**src/rtl/gpcfg_pkg.sv**
```systemverilog
`default_nettype none

package gpcfg_pkg;

  // ******************************************************************
  // Pin numbering inside the group.
  // ******************************************************************
  localparam int GPCFG_NPIN    = 7;
  localparam int GPCFG_PIN_2_7 = 0;
  localparam int GPCFG_PIN_3_0 = 1;
  localparam int GPCFG_PIN_3_1 = 2;
  localparam int GPCFG_PIN_3_2 = 3;
  localparam int GPCFG_PIN_3_3 = 4;
  localparam int GPCFG_PIN_3_4 = 5;
  localparam int GPCFG_PIN_3_5 = 6;

  // ******************************************************************
  // Register indices; the byte address is four times the index.
  // ******************************************************************
  localparam int         GPCFG_ADDR_W         = 9;
  localparam logic [6:0] GPCFG_IDX_PIN_2_7    = 7'h32;
  localparam logic [6:0] GPCFG_IDX_PIN_3_0    = 7'h33;
  localparam logic [6:0] GPCFG_IDX_PIN_3_1    = 7'h34;
  localparam logic [6:0] GPCFG_IDX_PIN_3_2    = 7'h35;
  localparam logic [6:0] GPCFG_IDX_PIN_3_3    = 7'h36;
  localparam logic [6:0] GPCFG_IDX_PIN_3_4    = 7'h37;
  localparam logic [6:0] GPCFG_IDX_PIN_3_5    = 7'h38;
  localparam logic [6:0] GPCFG_IDX_DATA_OUT   = 7'h40;
  localparam logic [6:0] GPCFG_IDX_PIN_STATE  = 7'h41;
  localparam logic [GPCFG_NPIN-1:0][6:0] GPCFG_IDX_TAB = {
    GPCFG_IDX_PIN_3_5, GPCFG_IDX_PIN_3_4, GPCFG_IDX_PIN_3_3,
    GPCFG_IDX_PIN_3_2, GPCFG_IDX_PIN_3_1, GPCFG_IDX_PIN_3_0,
    GPCFG_IDX_PIN_2_7};

  // ******************************************************************
  // Control register fields, masks and reset values.
  // ******************************************************************
  localparam int         GPCFG_BIT_DIR        = 0;
  localparam int         GPCFG_BIT_POL        = 1;
  localparam int         GPCFG_BIT_FN_LO      = 2;
  localparam int         GPCFG_BIT_FN_HI      = 3;
  localparam int         GPCFG_BIT_OTYPE      = 7;
  localparam logic [7:0] GPCFG_MASK_FN1       = 8'h87;
  localparam logic [7:0] GPCFG_MASK_FN2       = 8'h8f;
  localparam logic [6:0] GPCFG_FN2_PINS       = 7'h1e;
  localparam logic [7:0] GPCFG_CFG_RST_STBY   = 8'h01;
  localparam logic [7:0] GPCFG_CFG_RST_MAIN   = 8'h00;
  localparam logic [6:0] GPCFG_DATA_RST       = 7'h00;

  typedef enum logic [1:0] {
    GPCFG_FN_GPIO = 2'h0,
    GPCFG_FN_01   = 2'h1,
    GPCFG_FN_10   = 2'h2,
    GPCFG_FN_11   = 2'h3
  } gpcfg_fn_e;

  // ******************************************************************
  // Bus answers.
  // ******************************************************************
  localparam logic [1:0] GPCFG_RESP_OKAY      = 2'h0;
  localparam logic [1:0] GPCFG_RESP_SLVERR    = 2'h2;

endpackage : gpcfg_pkg

`default_nettype wire

```
**src/rtl/gpcfg_top.sv**
```systemverilog
// Summary of operation
// Bit 0 set means input, clear means output.
// Bit 1 set inverts the pin value.
// Bit 7 set means open drain, else push-pull.
// Standby reset loads every control register 0x01.
// Pin 3.3 also clears on main/hard reset.
// Pin 2.7 bit 2 routes management interrupt.
// Pin 3.0: address 2, select 2, SMBus clock.
// Pin 3.1: address 3, select 3, fan tachometer.
// Pin 3.2: address 0, SMBus data, 11 reserved.
// Pin 3.3: address 1, fan drive, 11 reserved.
// Pin 3.4 bit 2 selects legacy interrupt A.
// Pin 3.5 bit 2 selects legacy interrupt B.
// Bits between the function select and bit 7 are reserved.
// Reserved bits ignore writes, read zero.
// Polarity applies to input and output paths.
`timescale 1ns/100ps
`default_nettype none

module gpcfg_top
  import gpcfg_pkg::*;
#(
  parameter int ADDR_W = GPCFG_ADDR_W
)
(
  input  wire logic                  core_clk_in,
  input  wire logic                  rstn_in,
  input  wire logic                  main_por_in,
  input  wire logic                  hard_rst_in,
  // AXI4-Lite slave.
  input  wire logic [ADDR_W-1:0]     s_axi_awaddr_in,
  input  wire logic                  s_axi_awvalid_in,
  output var  logic                  s_axi_awready_out,
  input  wire logic [31:0]           s_axi_wdata_in,
  input  wire logic [3:0]            s_axi_wstrb_in,
  input  wire logic                  s_axi_wvalid_in,
  output var  logic                  s_axi_wready_out,
  output var  logic [1:0]            s_axi_bresp_out,
  output var  logic                  s_axi_bvalid_out,
  input  wire logic                  s_axi_bready_in,
  input  wire logic [ADDR_W-1:0]     s_axi_araddr_in,
  input  wire logic                  s_axi_arvalid_in,
  output var  logic                  s_axi_arready_out,
  output var  logic [31:0]           s_axi_rdata_out,
  output var  logic [1:0]            s_axi_rresp_out,
  output var  logic                  s_axi_rvalid_out,
  input  wire logic                  s_axi_rready_in,
  // Pads; bit 0 is pin 2.7, bits 1 to 6 are pins 3.0 to 3.5.
  input  wire logic [GPCFG_NPIN-1:0] pad_in,
  output var  logic [GPCFG_NPIN-1:0] pad_out,
  output var  logic [GPCFG_NPIN-1:0] pad_oe_out,
  // Alternate function units.
  input  wire logic                  sys_mgmt_irq_in,
  input  wire logic [3:0]            ext_bus_addr_line_in,
  input  wire logic                  ext_bus_chip_sel_2_in,
  input  wire logic                  ext_bus_chip_sel_3_in,
  input  wire logic                  smbus_clk_drive_in,
  input  wire logic                  smbus_data_pin_drive_in,
  input  wire logic                  fan_speed_drive_in,
  output var  logic                  smbus_clk_sense_out,
  output var  logic                  smbus_data_pin_sense_out,
  output var  logic                  fan_speed_sense_out,
  output var  logic                  legacy_irq_input_a_out,
  output var  logic                  legacy_irq_input_b_out
);

  // ******************************************************************
  // State.
  // ******************************************************************
  typedef struct packed {
    logic [GPCFG_NPIN-1:0][7:0] cfg;
    logic [GPCFG_NPIN-1:0]      dout;
    logic [ADDR_W-1:0]          awaddr;
    logic                       aw_have;
    logic [7:0]                 wdata;
    logic                       wstrb0;
    logic                       w_have;
    logic                       awready;
    logic                       wready;
    logic                       bvalid;
    logic [1:0]                 bresp;
    logic                       arready;
    logic                       rvalid;
    logic [1:0]                 rresp;
    logic [31:0]                rdata;
    logic                       clk_sense;
    logic                       data_sense;
    logic                       tach_sense;
    logic                       irq_a;
    logic                       irq_b;
  } gpcfg_state_s;

  localparam gpcfg_state_s GPCFG_ST_RST = '{
    cfg:     {GPCFG_NPIN{GPCFG_CFG_RST_STBY}},
    dout:    GPCFG_DATA_RST,
    awready: 1'b1,
    wready:  1'b1,
    arready: 1'b1,
    default: '0
  };

  localparam logic [3:0] GPCFG_HIT_DATA  = 4'h7;
  localparam logic [3:0] GPCFG_HIT_STATE = 4'h8;
  localparam logic [3:0] GPCFG_HIT_NONE  = 4'hf;

  gpcfg_state_s          st;
  gpcfg_state_s          next_st;
  logic [GPCFG_NPIN-1:0] alt_sel;
  logic [GPCFG_NPIN-1:0] alt_val;
  logic [GPCFG_NPIN-1:0] in_val;

  // ******************************************************************
  // Helpers.
  // ******************************************************************

  // Maps a byte address to a register slot; only aligned words hit.
  function automatic logic [3:0] gpcfg_decode(
    input logic [ADDR_W-1:0] a
  );
    logic [3:0] hit;
    hit = GPCFG_HIT_NONE;
    for (int i = 0; i < GPCFG_NPIN; i++) begin
      if (a == ADDR_W'({GPCFG_IDX_TAB[i], 2'b00})) begin
        hit = 4'(i);
      end
    end
    if (a == ADDR_W'({GPCFG_IDX_DATA_OUT, 2'b00})) begin
      hit = GPCFG_HIT_DATA;
    end
    if (a == ADDR_W'({GPCFG_IDX_PIN_STATE, 2'b00})) begin
      hit = GPCFG_HIT_STATE;
    end
    return hit;
  endfunction : gpcfg_decode

  // Writable bits of one pin: the wider select only on pins 3.0-3.3.
  function automatic logic [7:0] gpcfg_wmask(input int pin);
    return GPCFG_FN2_PINS[pin] ? GPCFG_MASK_FN2 : GPCFG_MASK_FN1;
  endfunction : gpcfg_wmask

  // ******************************************************************
  // Alternate function routing.
  // ******************************************************************
  always_comb begin
    gpcfg_fn_e fn30;
    gpcfg_fn_e fn31;
    gpcfg_fn_e fn32;
    gpcfg_fn_e fn33;
    fn30 = gpcfg_fn_e'(st.cfg[GPCFG_PIN_3_0][GPCFG_BIT_FN_HI:GPCFG_BIT_FN_LO]);
    fn31 = gpcfg_fn_e'(st.cfg[GPCFG_PIN_3_1][GPCFG_BIT_FN_HI:GPCFG_BIT_FN_LO]);
    fn32 = gpcfg_fn_e'(st.cfg[GPCFG_PIN_3_2][GPCFG_BIT_FN_HI:GPCFG_BIT_FN_LO]);
    fn33 = gpcfg_fn_e'(st.cfg[GPCFG_PIN_3_3][GPCFG_BIT_FN_HI:GPCFG_BIT_FN_LO]);
    alt_sel = '0;
    alt_val = '0;

    alt_sel[GPCFG_PIN_2_7] = st.cfg[GPCFG_PIN_2_7][GPCFG_BIT_FN_LO];
    alt_val[GPCFG_PIN_2_7] = sys_mgmt_irq_in;

    unique case (fn30)
      GPCFG_FN_11: begin
        alt_sel[GPCFG_PIN_3_0] = 1'b1;
        alt_val[GPCFG_PIN_3_0] = ext_bus_addr_line_in[2];
      end
      GPCFG_FN_10: begin
        alt_sel[GPCFG_PIN_3_0] = 1'b1;
        alt_val[GPCFG_PIN_3_0] = ext_bus_chip_sel_2_in;
      end
      GPCFG_FN_01: begin
        alt_sel[GPCFG_PIN_3_0] = 1'b1;
        alt_val[GPCFG_PIN_3_0] = smbus_clk_drive_in;
      end
      GPCFG_FN_GPIO: begin
      end
    endcase

    // The tachometer is an input, so code 01 leaves the output on data.
    unique case (fn31)
      GPCFG_FN_11: begin
        alt_sel[GPCFG_PIN_3_1] = 1'b1;
        alt_val[GPCFG_PIN_3_1] = ext_bus_addr_line_in[3];
      end
      GPCFG_FN_10: begin
        alt_sel[GPCFG_PIN_3_1] = 1'b1;
        alt_val[GPCFG_PIN_3_1] = ext_bus_chip_sel_3_in;
      end
      GPCFG_FN_01, GPCFG_FN_GPIO: begin
      end
    endcase

    // Reserved code 11 behaves as plain GPIO.
    unique case (fn32)
      GPCFG_FN_10: begin
        alt_sel[GPCFG_PIN_3_2] = 1'b1;
        alt_val[GPCFG_PIN_3_2] = ext_bus_addr_line_in[0];
      end
      GPCFG_FN_01: begin
        alt_sel[GPCFG_PIN_3_2] = 1'b1;
        alt_val[GPCFG_PIN_3_2] = smbus_data_pin_drive_in;
      end
      GPCFG_FN_11, GPCFG_FN_GPIO: begin
      end
    endcase

    unique case (fn33)
      GPCFG_FN_10: begin
        alt_sel[GPCFG_PIN_3_3] = 1'b1;
        alt_val[GPCFG_PIN_3_3] = ext_bus_addr_line_in[1];
      end
      GPCFG_FN_01: begin
        alt_sel[GPCFG_PIN_3_3] = 1'b1;
        alt_val[GPCFG_PIN_3_3] = fan_speed_drive_in;
      end
      GPCFG_FN_11, GPCFG_FN_GPIO: begin
      end
    endcase
  end

  // ******************************************************************
  // Next state: bus slave, registers and input senses.
  // ******************************************************************
  always_comb begin
    logic [3:0] whit;
    logic [3:0] rhit;
    whit = GPCFG_HIT_NONE;
    rhit = GPCFG_HIT_NONE;
    next_st = st;

    // Address and data are caught independently, in either order.
    if (s_axi_awvalid_in && st.awready) begin
      next_st.awaddr  = s_axi_awaddr_in;
      next_st.aw_have = 1'b1;
    end
    if (s_axi_wvalid_in && st.wready) begin
      next_st.wdata  = s_axi_wdata_in[7:0];
      next_st.wstrb0 = s_axi_wstrb_in[0];
      next_st.w_have = 1'b1;
    end
    if (st.bvalid && s_axi_bready_in) begin
      next_st.bvalid = 1'b0;
    end

    if (st.aw_have && st.w_have && !st.bvalid) begin
      whit = gpcfg_decode(st.awaddr);
      next_st.aw_have = 1'b0;
      next_st.w_have  = 1'b0;
      next_st.bvalid  = 1'b1;
      next_st.bresp   = GPCFG_RESP_OKAY;
      if (whit < 4'(GPCFG_NPIN)) begin
        if (st.wstrb0) begin
          next_st.cfg[whit] = st.wdata & gpcfg_wmask(int'(whit));
        end
      end else if (whit == GPCFG_HIT_DATA) begin
        if (st.wstrb0) begin
          next_st.dout = st.wdata[GPCFG_NPIN-1:0];
        end
      end else if (whit == GPCFG_HIT_STATE) begin
        next_st.bresp = GPCFG_RESP_OKAY;
      end else begin
        next_st.bresp = GPCFG_RESP_SLVERR;
      end
    end

    // Main power and hard reset take priority over a same-cycle write.
    if (main_por_in || hard_rst_in) begin
      next_st.cfg[GPCFG_PIN_3_3] = GPCFG_CFG_RST_MAIN;
    end

    next_st.awready = !next_st.aw_have && !next_st.bvalid;
    next_st.wready  = !next_st.w_have && !next_st.bvalid;

    // Reads answer on the same edge that takes the address.
    if (st.rvalid && s_axi_rready_in) begin
      next_st.rvalid = 1'b0;
    end
    if (s_axi_arvalid_in && st.arready) begin
      rhit = gpcfg_decode(s_axi_araddr_in);
      next_st.rvalid = 1'b1;
      next_st.rresp  = GPCFG_RESP_OKAY;
      next_st.rdata  = '0;
      if (rhit < 4'(GPCFG_NPIN)) begin
        next_st.rdata[7:0] = st.cfg[rhit];
      end else if (rhit == GPCFG_HIT_DATA) begin
        next_st.rdata[GPCFG_NPIN-1:0] = st.dout;
      end else if (rhit == GPCFG_HIT_STATE) begin
        next_st.rdata[GPCFG_NPIN-1:0] = in_val;
      end else begin
        next_st.rresp = GPCFG_RESP_SLVERR;
      end
    end
    next_st.arready = !next_st.rvalid;

    // Senses read zero while their function is not selected.
    next_st.clk_sense  = in_val[GPCFG_PIN_3_0] &&
      (st.cfg[GPCFG_PIN_3_0][GPCFG_BIT_FN_HI:GPCFG_BIT_FN_LO] ==
       GPCFG_FN_01);
    next_st.tach_sense = in_val[GPCFG_PIN_3_1] &&
      (st.cfg[GPCFG_PIN_3_1][GPCFG_BIT_FN_HI:GPCFG_BIT_FN_LO] ==
       GPCFG_FN_01);
    next_st.data_sense = in_val[GPCFG_PIN_3_2] &&
      (st.cfg[GPCFG_PIN_3_2][GPCFG_BIT_FN_HI:GPCFG_BIT_FN_LO] ==
       GPCFG_FN_01);
    next_st.irq_a = in_val[GPCFG_PIN_3_4] &&
      st.cfg[GPCFG_PIN_3_4][GPCFG_BIT_FN_LO];
    next_st.irq_b = in_val[GPCFG_PIN_3_5] &&
      st.cfg[GPCFG_PIN_3_5][GPCFG_BIT_FN_LO];
  end

  always_ff @(posedge core_clk_in or negedge rstn_in) begin
    if (!rstn_in) begin
      st <= GPCFG_ST_RST;
    end else begin
      st <= next_st;
    end
  end

  // ******************************************************************
  // Pad drivers.
  // ******************************************************************
  for (genvar i = 0; i < GPCFG_NPIN; i++) begin : g_pin
    gpcfg_pin u_pin (
      .core_clk_in (core_clk_in),
      .rstn_in     (rstn_in),
      .cfg_in      (st.cfg[i]),
      .alt_sel_in  (alt_sel[i]),
      .alt_val_in  (alt_val[i]),
      .gpio_val_in (st.dout[i]),
      .pad_in      (pad_in[i]),
      .pad_out     (pad_out[i]),
      .pad_oe_out  (pad_oe_out[i]),
      .in_val_out  (in_val[i])
    );
  end

  // ******************************************************************
  // Outputs.
  // ******************************************************************
  assign s_axi_awready_out        = st.awready;
  assign s_axi_wready_out         = st.wready;
  assign s_axi_bresp_out          = st.bresp;
  assign s_axi_bvalid_out         = st.bvalid;
  assign s_axi_arready_out        = st.arready;
  assign s_axi_rdata_out          = st.rdata;
  assign s_axi_rresp_out          = st.rresp;
  assign s_axi_rvalid_out         = st.rvalid;
  assign smbus_clk_sense_out      = st.clk_sense;
  assign smbus_data_pin_sense_out = st.data_sense;
  assign fan_speed_sense_out      = st.tach_sense;
  assign legacy_irq_input_a_out   = st.irq_a;
  assign legacy_irq_input_b_out   = st.irq_b;

endmodule : gpcfg_top

`default_nettype wire

```
**src/rtl/gpcfg_pin.sv**
```systemverilog
`timescale 1ns/100ps
`default_nettype none

module gpcfg_pin
  import gpcfg_pkg::*;
(
  input  wire logic       core_clk_in,
  input  wire logic       rstn_in,
  input  wire logic [7:0] cfg_in,
  input  wire logic       alt_sel_in,
  input  wire logic       alt_val_in,
  input  wire logic       gpio_val_in,
  input  wire logic       pad_in,
  output var  logic       pad_out,
  output var  logic       pad_oe_out,
  output var  logic       in_val_out
);

  typedef struct packed {
    logic out;
    logic oe;
    logic val;
  } gpcfg_pin_s;

  gpcfg_pin_s st;
  gpcfg_pin_s next_st;

  always_comb begin
    logic drv;
    drv = 1'b0;
    next_st = st;
    drv = (alt_sel_in ? alt_val_in : gpio_val_in)
          ^ cfg_in[GPCFG_BIT_POL];
    if (cfg_in[GPCFG_BIT_OTYPE]) begin
      // Open drain only ever pulls low; a high is left to the pull-up.
      next_st.out = 1'b0;
      next_st.oe  = ~cfg_in[GPCFG_BIT_DIR] & ~drv;
    end else begin
      next_st.out = drv;
      next_st.oe  = ~cfg_in[GPCFG_BIT_DIR];
    end
    next_st.val = pad_in ^ cfg_in[GPCFG_BIT_POL];
  end

  always_ff @(posedge core_clk_in or negedge rstn_in) begin
    if (!rstn_in) begin
      st <= '0;
    end else begin
      st <= next_st;
    end
  end

  assign pad_out    = st.out;
  assign pad_oe_out = st.oe;
  assign in_val_out = st.val;

endmodule : gpcfg_pin

`default_nettype wire

```
**config.mk**
```make
export PLATFORM = sky130hd
export DESIGN_NAME = gpcfg_top
export DESIGN_NICKNAME = d
export VERILOG_FILES = /design/src/rtl/gpcfg_pkg.sv /design/src/rtl/gpcfg_top.sv /design/src/rtl/gpcfg_pin.sv
export SDC_FILE = /design/constraint.sdc
export NUM_CORES = 1
export LEC_CHECK = 0
export ABC_AREA = 0
export BUFFER_PORTS_ARGS = -buffer_cell sky130_fd_sc_hd__buf_2
export CAP_MARGIN = 40
export CORE_MARGIN = 3
export CORE_UTILIZATION = 27
export DETAILED_ROUTE_END_ITERATION = 10
export GPL_ROUTABILITY_DRIVEN = 0
export SETUP_SLACK_MARGIN = 0.02
export SLEW_MARGIN = 20
export SYNTH_ARGS = -nofsm -noshare
export SYNTH_HDL_FRONTEND = slang
export SYNTH_HIERARCHICAL = 1
export SYNTH_SLANG_ARGS = --single-unit
```
**constraint.sdc**
```tcl
create_clock -name core_clk_in -period 3.75 [get_ports core_clk_in]
set_input_delay 0.1875 -clock core_clk_in [delete_from_list [all_inputs] [get_ports core_clk_in]]
set_output_delay 0.1875 -clock core_clk_in [all_outputs]
set_load 0.01 [all_outputs]
```
==> run_summary.xml <==
<?xml version="1.0" encoding="UTF-8"?>
<metrics>
  <group name="worst_setup_path">
    <metric name="worstPathMaxFanout" unit="">11</metric>
    <metric name="critPathRequiredTime" unit="ns">3.98</metric>
    <metric name="critPathCaptureType" unit="">flop</metric>
    <metric name="cp_data_arrival_time" unit="ns">2.53</metric>
    <metric name="timing.setup.critical_path_class" unit="">flop to flop</metric>
    <metric name="critical_path.startpoint_type" unit="">flop</metric>
  </group>
  <group name="floorplan">
    <metric name="standard_cell_core_area" unit="um^2">18770</metric>
    <metric name="ioPinCount" unit="">140</metric>
    <metric name="die_width" unit="um">144.5</metric>
    <metric name="row_count" unit="">50</metric>
    <metric name="floorplan.initialDensity" unit="">0.2761</metric>
    <metric name="die_area" unit="um^2">20890</metric>
    <metric name="die_y" unit="um">144.5</metric>
  </group>
  <group name="sta">
    <metric name="layout_setup_ws" unit="ns">1.457</metric>
    <metric name="max-slew-margin-rel" unit="">0.6014</metric>
    <metric name="timing.clock.skew" unit="ns">0.007351</metric>
    <metric name="timing_hold_violations_final" unit="">0</metric>
    <metric name="timing.final.max_slew_violations" unit="">0</metric>
    <metric name="worst-slew-pin-transition" unit="ns">0.5946</metric>
    <metric name="whs" unit="ns">0.02434</metric>
    <metric name="min_period" unit="ns">2.293</metric>
    <metric name="fin_crit_sh" unit="">0.6116</metric>
    <metric name="fmax" unit="MHz">436.0</metric>
    <metric name="rsz0062_at_grt" unit="">no</metric>
    <metric name="setup_violating_endpoint_count_in_the_final_report" unit="">0</metric>
    <metric name="setup_tns" unit="ns">0</metric>
  </group>
  <group name="min_path">
    <metric name="hold_path_class" unit="">input port to flop</metric>
  </group>
  <group name="clocking">
    <metric name="cts-buffers-inserted" unit="">9</metric>
    <metric name="htree_levels" unit="">3</metric>
    <metric name="cts_hold_buf" unit="">3</metric>
    <metric name="cts.root.buffer_cell" unit="">clkbuf_16</metric>
    <metric name="tritoncts" unit="">yes</metric>
    <metric name="insertion_delay" unit="ns">0.35</metric>
    <metric name="postCtsResizedCells" unit="">0</metric>
    <metric name="clk_pin_slew_worst_paths" unit="ns">0.07</metric>
    <metric name="cts_setup_buffers" unit="">0</metric>
    <metric name="max-clock-path-buffers" unit="">2</metric>
    <metric name="clock_sink_count" unit="">103</metric>
  </group>
  <group name="final_layout">
    <metric name="layout-drive-gt1-share" unit="">0.3284</metric>
    <metric name="final_instance_area" unit="um^2">6068</metric>
    <metric name="nNetsFinal" unit="">618</metric>
    <metric name="antenna_cells" unit="">0</metric>
    <metric name="areaGrowthSynthToFinish" unit="%">17.12</metric>
    <metric name="layout.filler_cells" unit="">1917</metric>
  </group>
  <group name="yosys">
    <metric name="postSynth.asyncResetShare" unit="">1.000</metric>
    <metric name="ys_ff_latch" unit="">103</metric>
    <metric name="synth_common_cells" unit="">93 x dfrtp_1, 47 x mux2_2, 36 x buf_4, 27 x nand2_1, 24 x nor2_1</metric>
    <metric name="syn-instance-count" unit="">452</metric>
    <metric name="synth_top_area_share" unit="">0.4492</metric>
    <metric name="ys.flop_type" unit="">dfrtp_1</metric>
    <metric name="yosysWarningCount" unit="">6</metric>
    <metric name="mappedNetlistArea" unit="um^2">5181</metric>
    <metric name="post-synth-top-area-cell" unit="">dfrtp_1</metric>
    <metric name="synth-edff-count" unit="">0</metric>
    <metric name="synth_area_leaders" unit="">dfrtp_1 45%, mux2_2 10%, buf_4 5.2%</metric>
    <metric name="synth.most_common_cell" unit="">dfrtp_1</metric>
    <metric name="syn_avg_cell_area" unit="um^2">11.46</metric>
    <metric name="ys_types" unit="">66</metric>
    <metric name="ys_seq_area_frac" unit="">0.4999</metric>
  </group>
  <group name="grt">
    <metric name="antenna_found_initial" unit="">0</metric>
    <metric name="grt_first_pass_wirelength" unit="mm">20.12</metric>
    <metric name="grt.overflow.total" unit="">0</metric>
    <metric name="via_count_of_the_first_global_routing_pass" unit="">3542</metric>
    <metric name="grt_max_degree" unit="">47</metric>
    <metric name="track_usage" unit="">0.1268</metric>
  </group>
  <group name="power_and_ir_drop">
    <metric name="cellLeakagePower" unit="nW">2.720</metric>
    <metric name="power.density_cell_area" unit="nW/um^2">542.4</metric>
    <metric name="highest_ir_drop_seen_on_vdd" unit="mV">0.2634</metric>
    <metric name="finalPower" unit="W">0.003291</metric>
  </group>
  <group name="outcome">
    <metric name="run_status" unit="">complete, no violations</metric>
  </group>
  <group name="placed_design">
    <metric name="dp_slack" unit="ns">1.443</metric>
    <metric name="placed_area" unit="um^2">5718</metric>
    <metric name="port_buffers" unit="">86</metric>
    <metric name="dpl.hpwl" unit="mm">9.820</metric>
  </group>
  <group name="drt">
    <metric name="routed_wl" unit="mm">12.89</metric>
    <metric name="routed-via-count" unit="">3621</metric>
    <metric name="drt_drc_violations_left" unit="">0</metric>
    <metric name="vias_per_cell" unit="">4.684</metric>
    <metric name="antenna_violating_nets_post_route" unit="">0</metric>
    <metric name="wl_per_cell" unit="um">16.67</metric>
    <metric name="drt_first_pass_iters" unit="">4</metric>
    <metric name="detail_route.iter0.violations" unit="">153</metric>
  </group>
  <group name="job">
    <metric name="cap_violations" unit="">0</metric>
  </group>
</metrics>
==> power by group <==
| part | internal [W] | switching (W) |
|---|---|---|
| sequential | 0.00134 | 0.000288 |
| combinational | 0.000330 | 0.000319 |
| clock | 0.000588 | 0.000426 |
==> worst max-delay path: stages, from the launching register on <==
cell       delay (ns)
dfrtp_1          0.52
nor2_1           0.30
xnor2_1          0.10
a31o_2           0.28
nand4bb_1        0.50
mux2_1           0.47
==> final timing paths <==
check	startpoint	end	slack, ns	depth (start not counted)
max	st[61]	st[72]	1.46	5
min	pad_in[4]	g_pin[4].u_pin/in_val_out	0.02	2
max reg2reg	st[61]	st[72]	1.46	5
min reg2reg	st[46]	s_axi_wready_out	0.43	1
max in group asynchronous	rstn_in	s_axi_awready_out	2.40	4
min in group asynchronous	rstn_in	g_pin[4].u_pin/pad_out	0.32	2
==> layout make-up <==
class / instances / area, um^2 / area share
Timing Repair Buffer: 91 / 498.0 / 0.08206
Sequential cell: 103 / 2590 / 0.4268
Multi-Input combinational cell: 317 / 2322 / 0.3827
Clock buffer: 9 / 225.2 / 0.03711
Inverter: 12 / 45.04 / 0.007423
Tap cell: 234 / 292.8 / 0.04825
Clock inverter: 7 / 95.09 / 0.01567
==> sequential cells by signal (all words and copies together), names as in the netlist, 7 cells and up <==
| signal | cells |
|---|---|
| st | 61 |
| s_axi_rdata_out | 8 |
| g_pin.u_pin/in_val_out | 7 |
| g_pin.u_pin/pad_oe_out | 7 |
| g_pin.u_pin/pad_out | 7 |
==> per-layer routing <==
metal / vias to the layer above / wire length (um) / global-route usage
met5: - / 0 / 0
li1: 1722 / - / -
met2: 107 / 6192 / 0.2026
met1: 1780 / 5861 / 0.1717
met4: 0 / 126 / 0.03486
met3: 12 / 709 / 0.03175
==> layout by cell type, fill, tap and decap left out, types with 6 or more instances in the layout <==
master	netlist	layout
xnor2_1	9	9
xor2_1	8	8
mux2_2	47	47
nor3_1	9	9
mux2i_1	20	20
mux2_1	8	8
o31ai_1	7	7
dfrtp_1	93	93
buf_2	5	85
nor2_1	24	24
o21ai_0	8	8
inv_1	12	12
nand3_1	6	6
nand2_1	27	27
nor2b_1	12	12
a21oi_1	15	15
dfstp_2	10	10
conb_1	1	30
clkbuf_16	0	9
==> cells by family after synthesis <==
group	share of synthesized area
fa+ha+maj	0.009660
buf+inv	0.07293
compound gates	0.09056
xor+xnor	0.03188
other cells	0.0007238
mux	0.1582
simple gates	0.1362
flops	0.4999
==> metrics by stage <==
| stage | std cells | util |
|---|---|---|
| global placement | 753 | 0.3032 |
| CTS | 773 | 0.3233 |
| finish | 773 | 0.3233 |
| global route | 773 | 0.3233 |
| detailed placement | 754 | 0.3047 |
| floorplan | 481 | - |
Power figures use the tool's default switching activity.
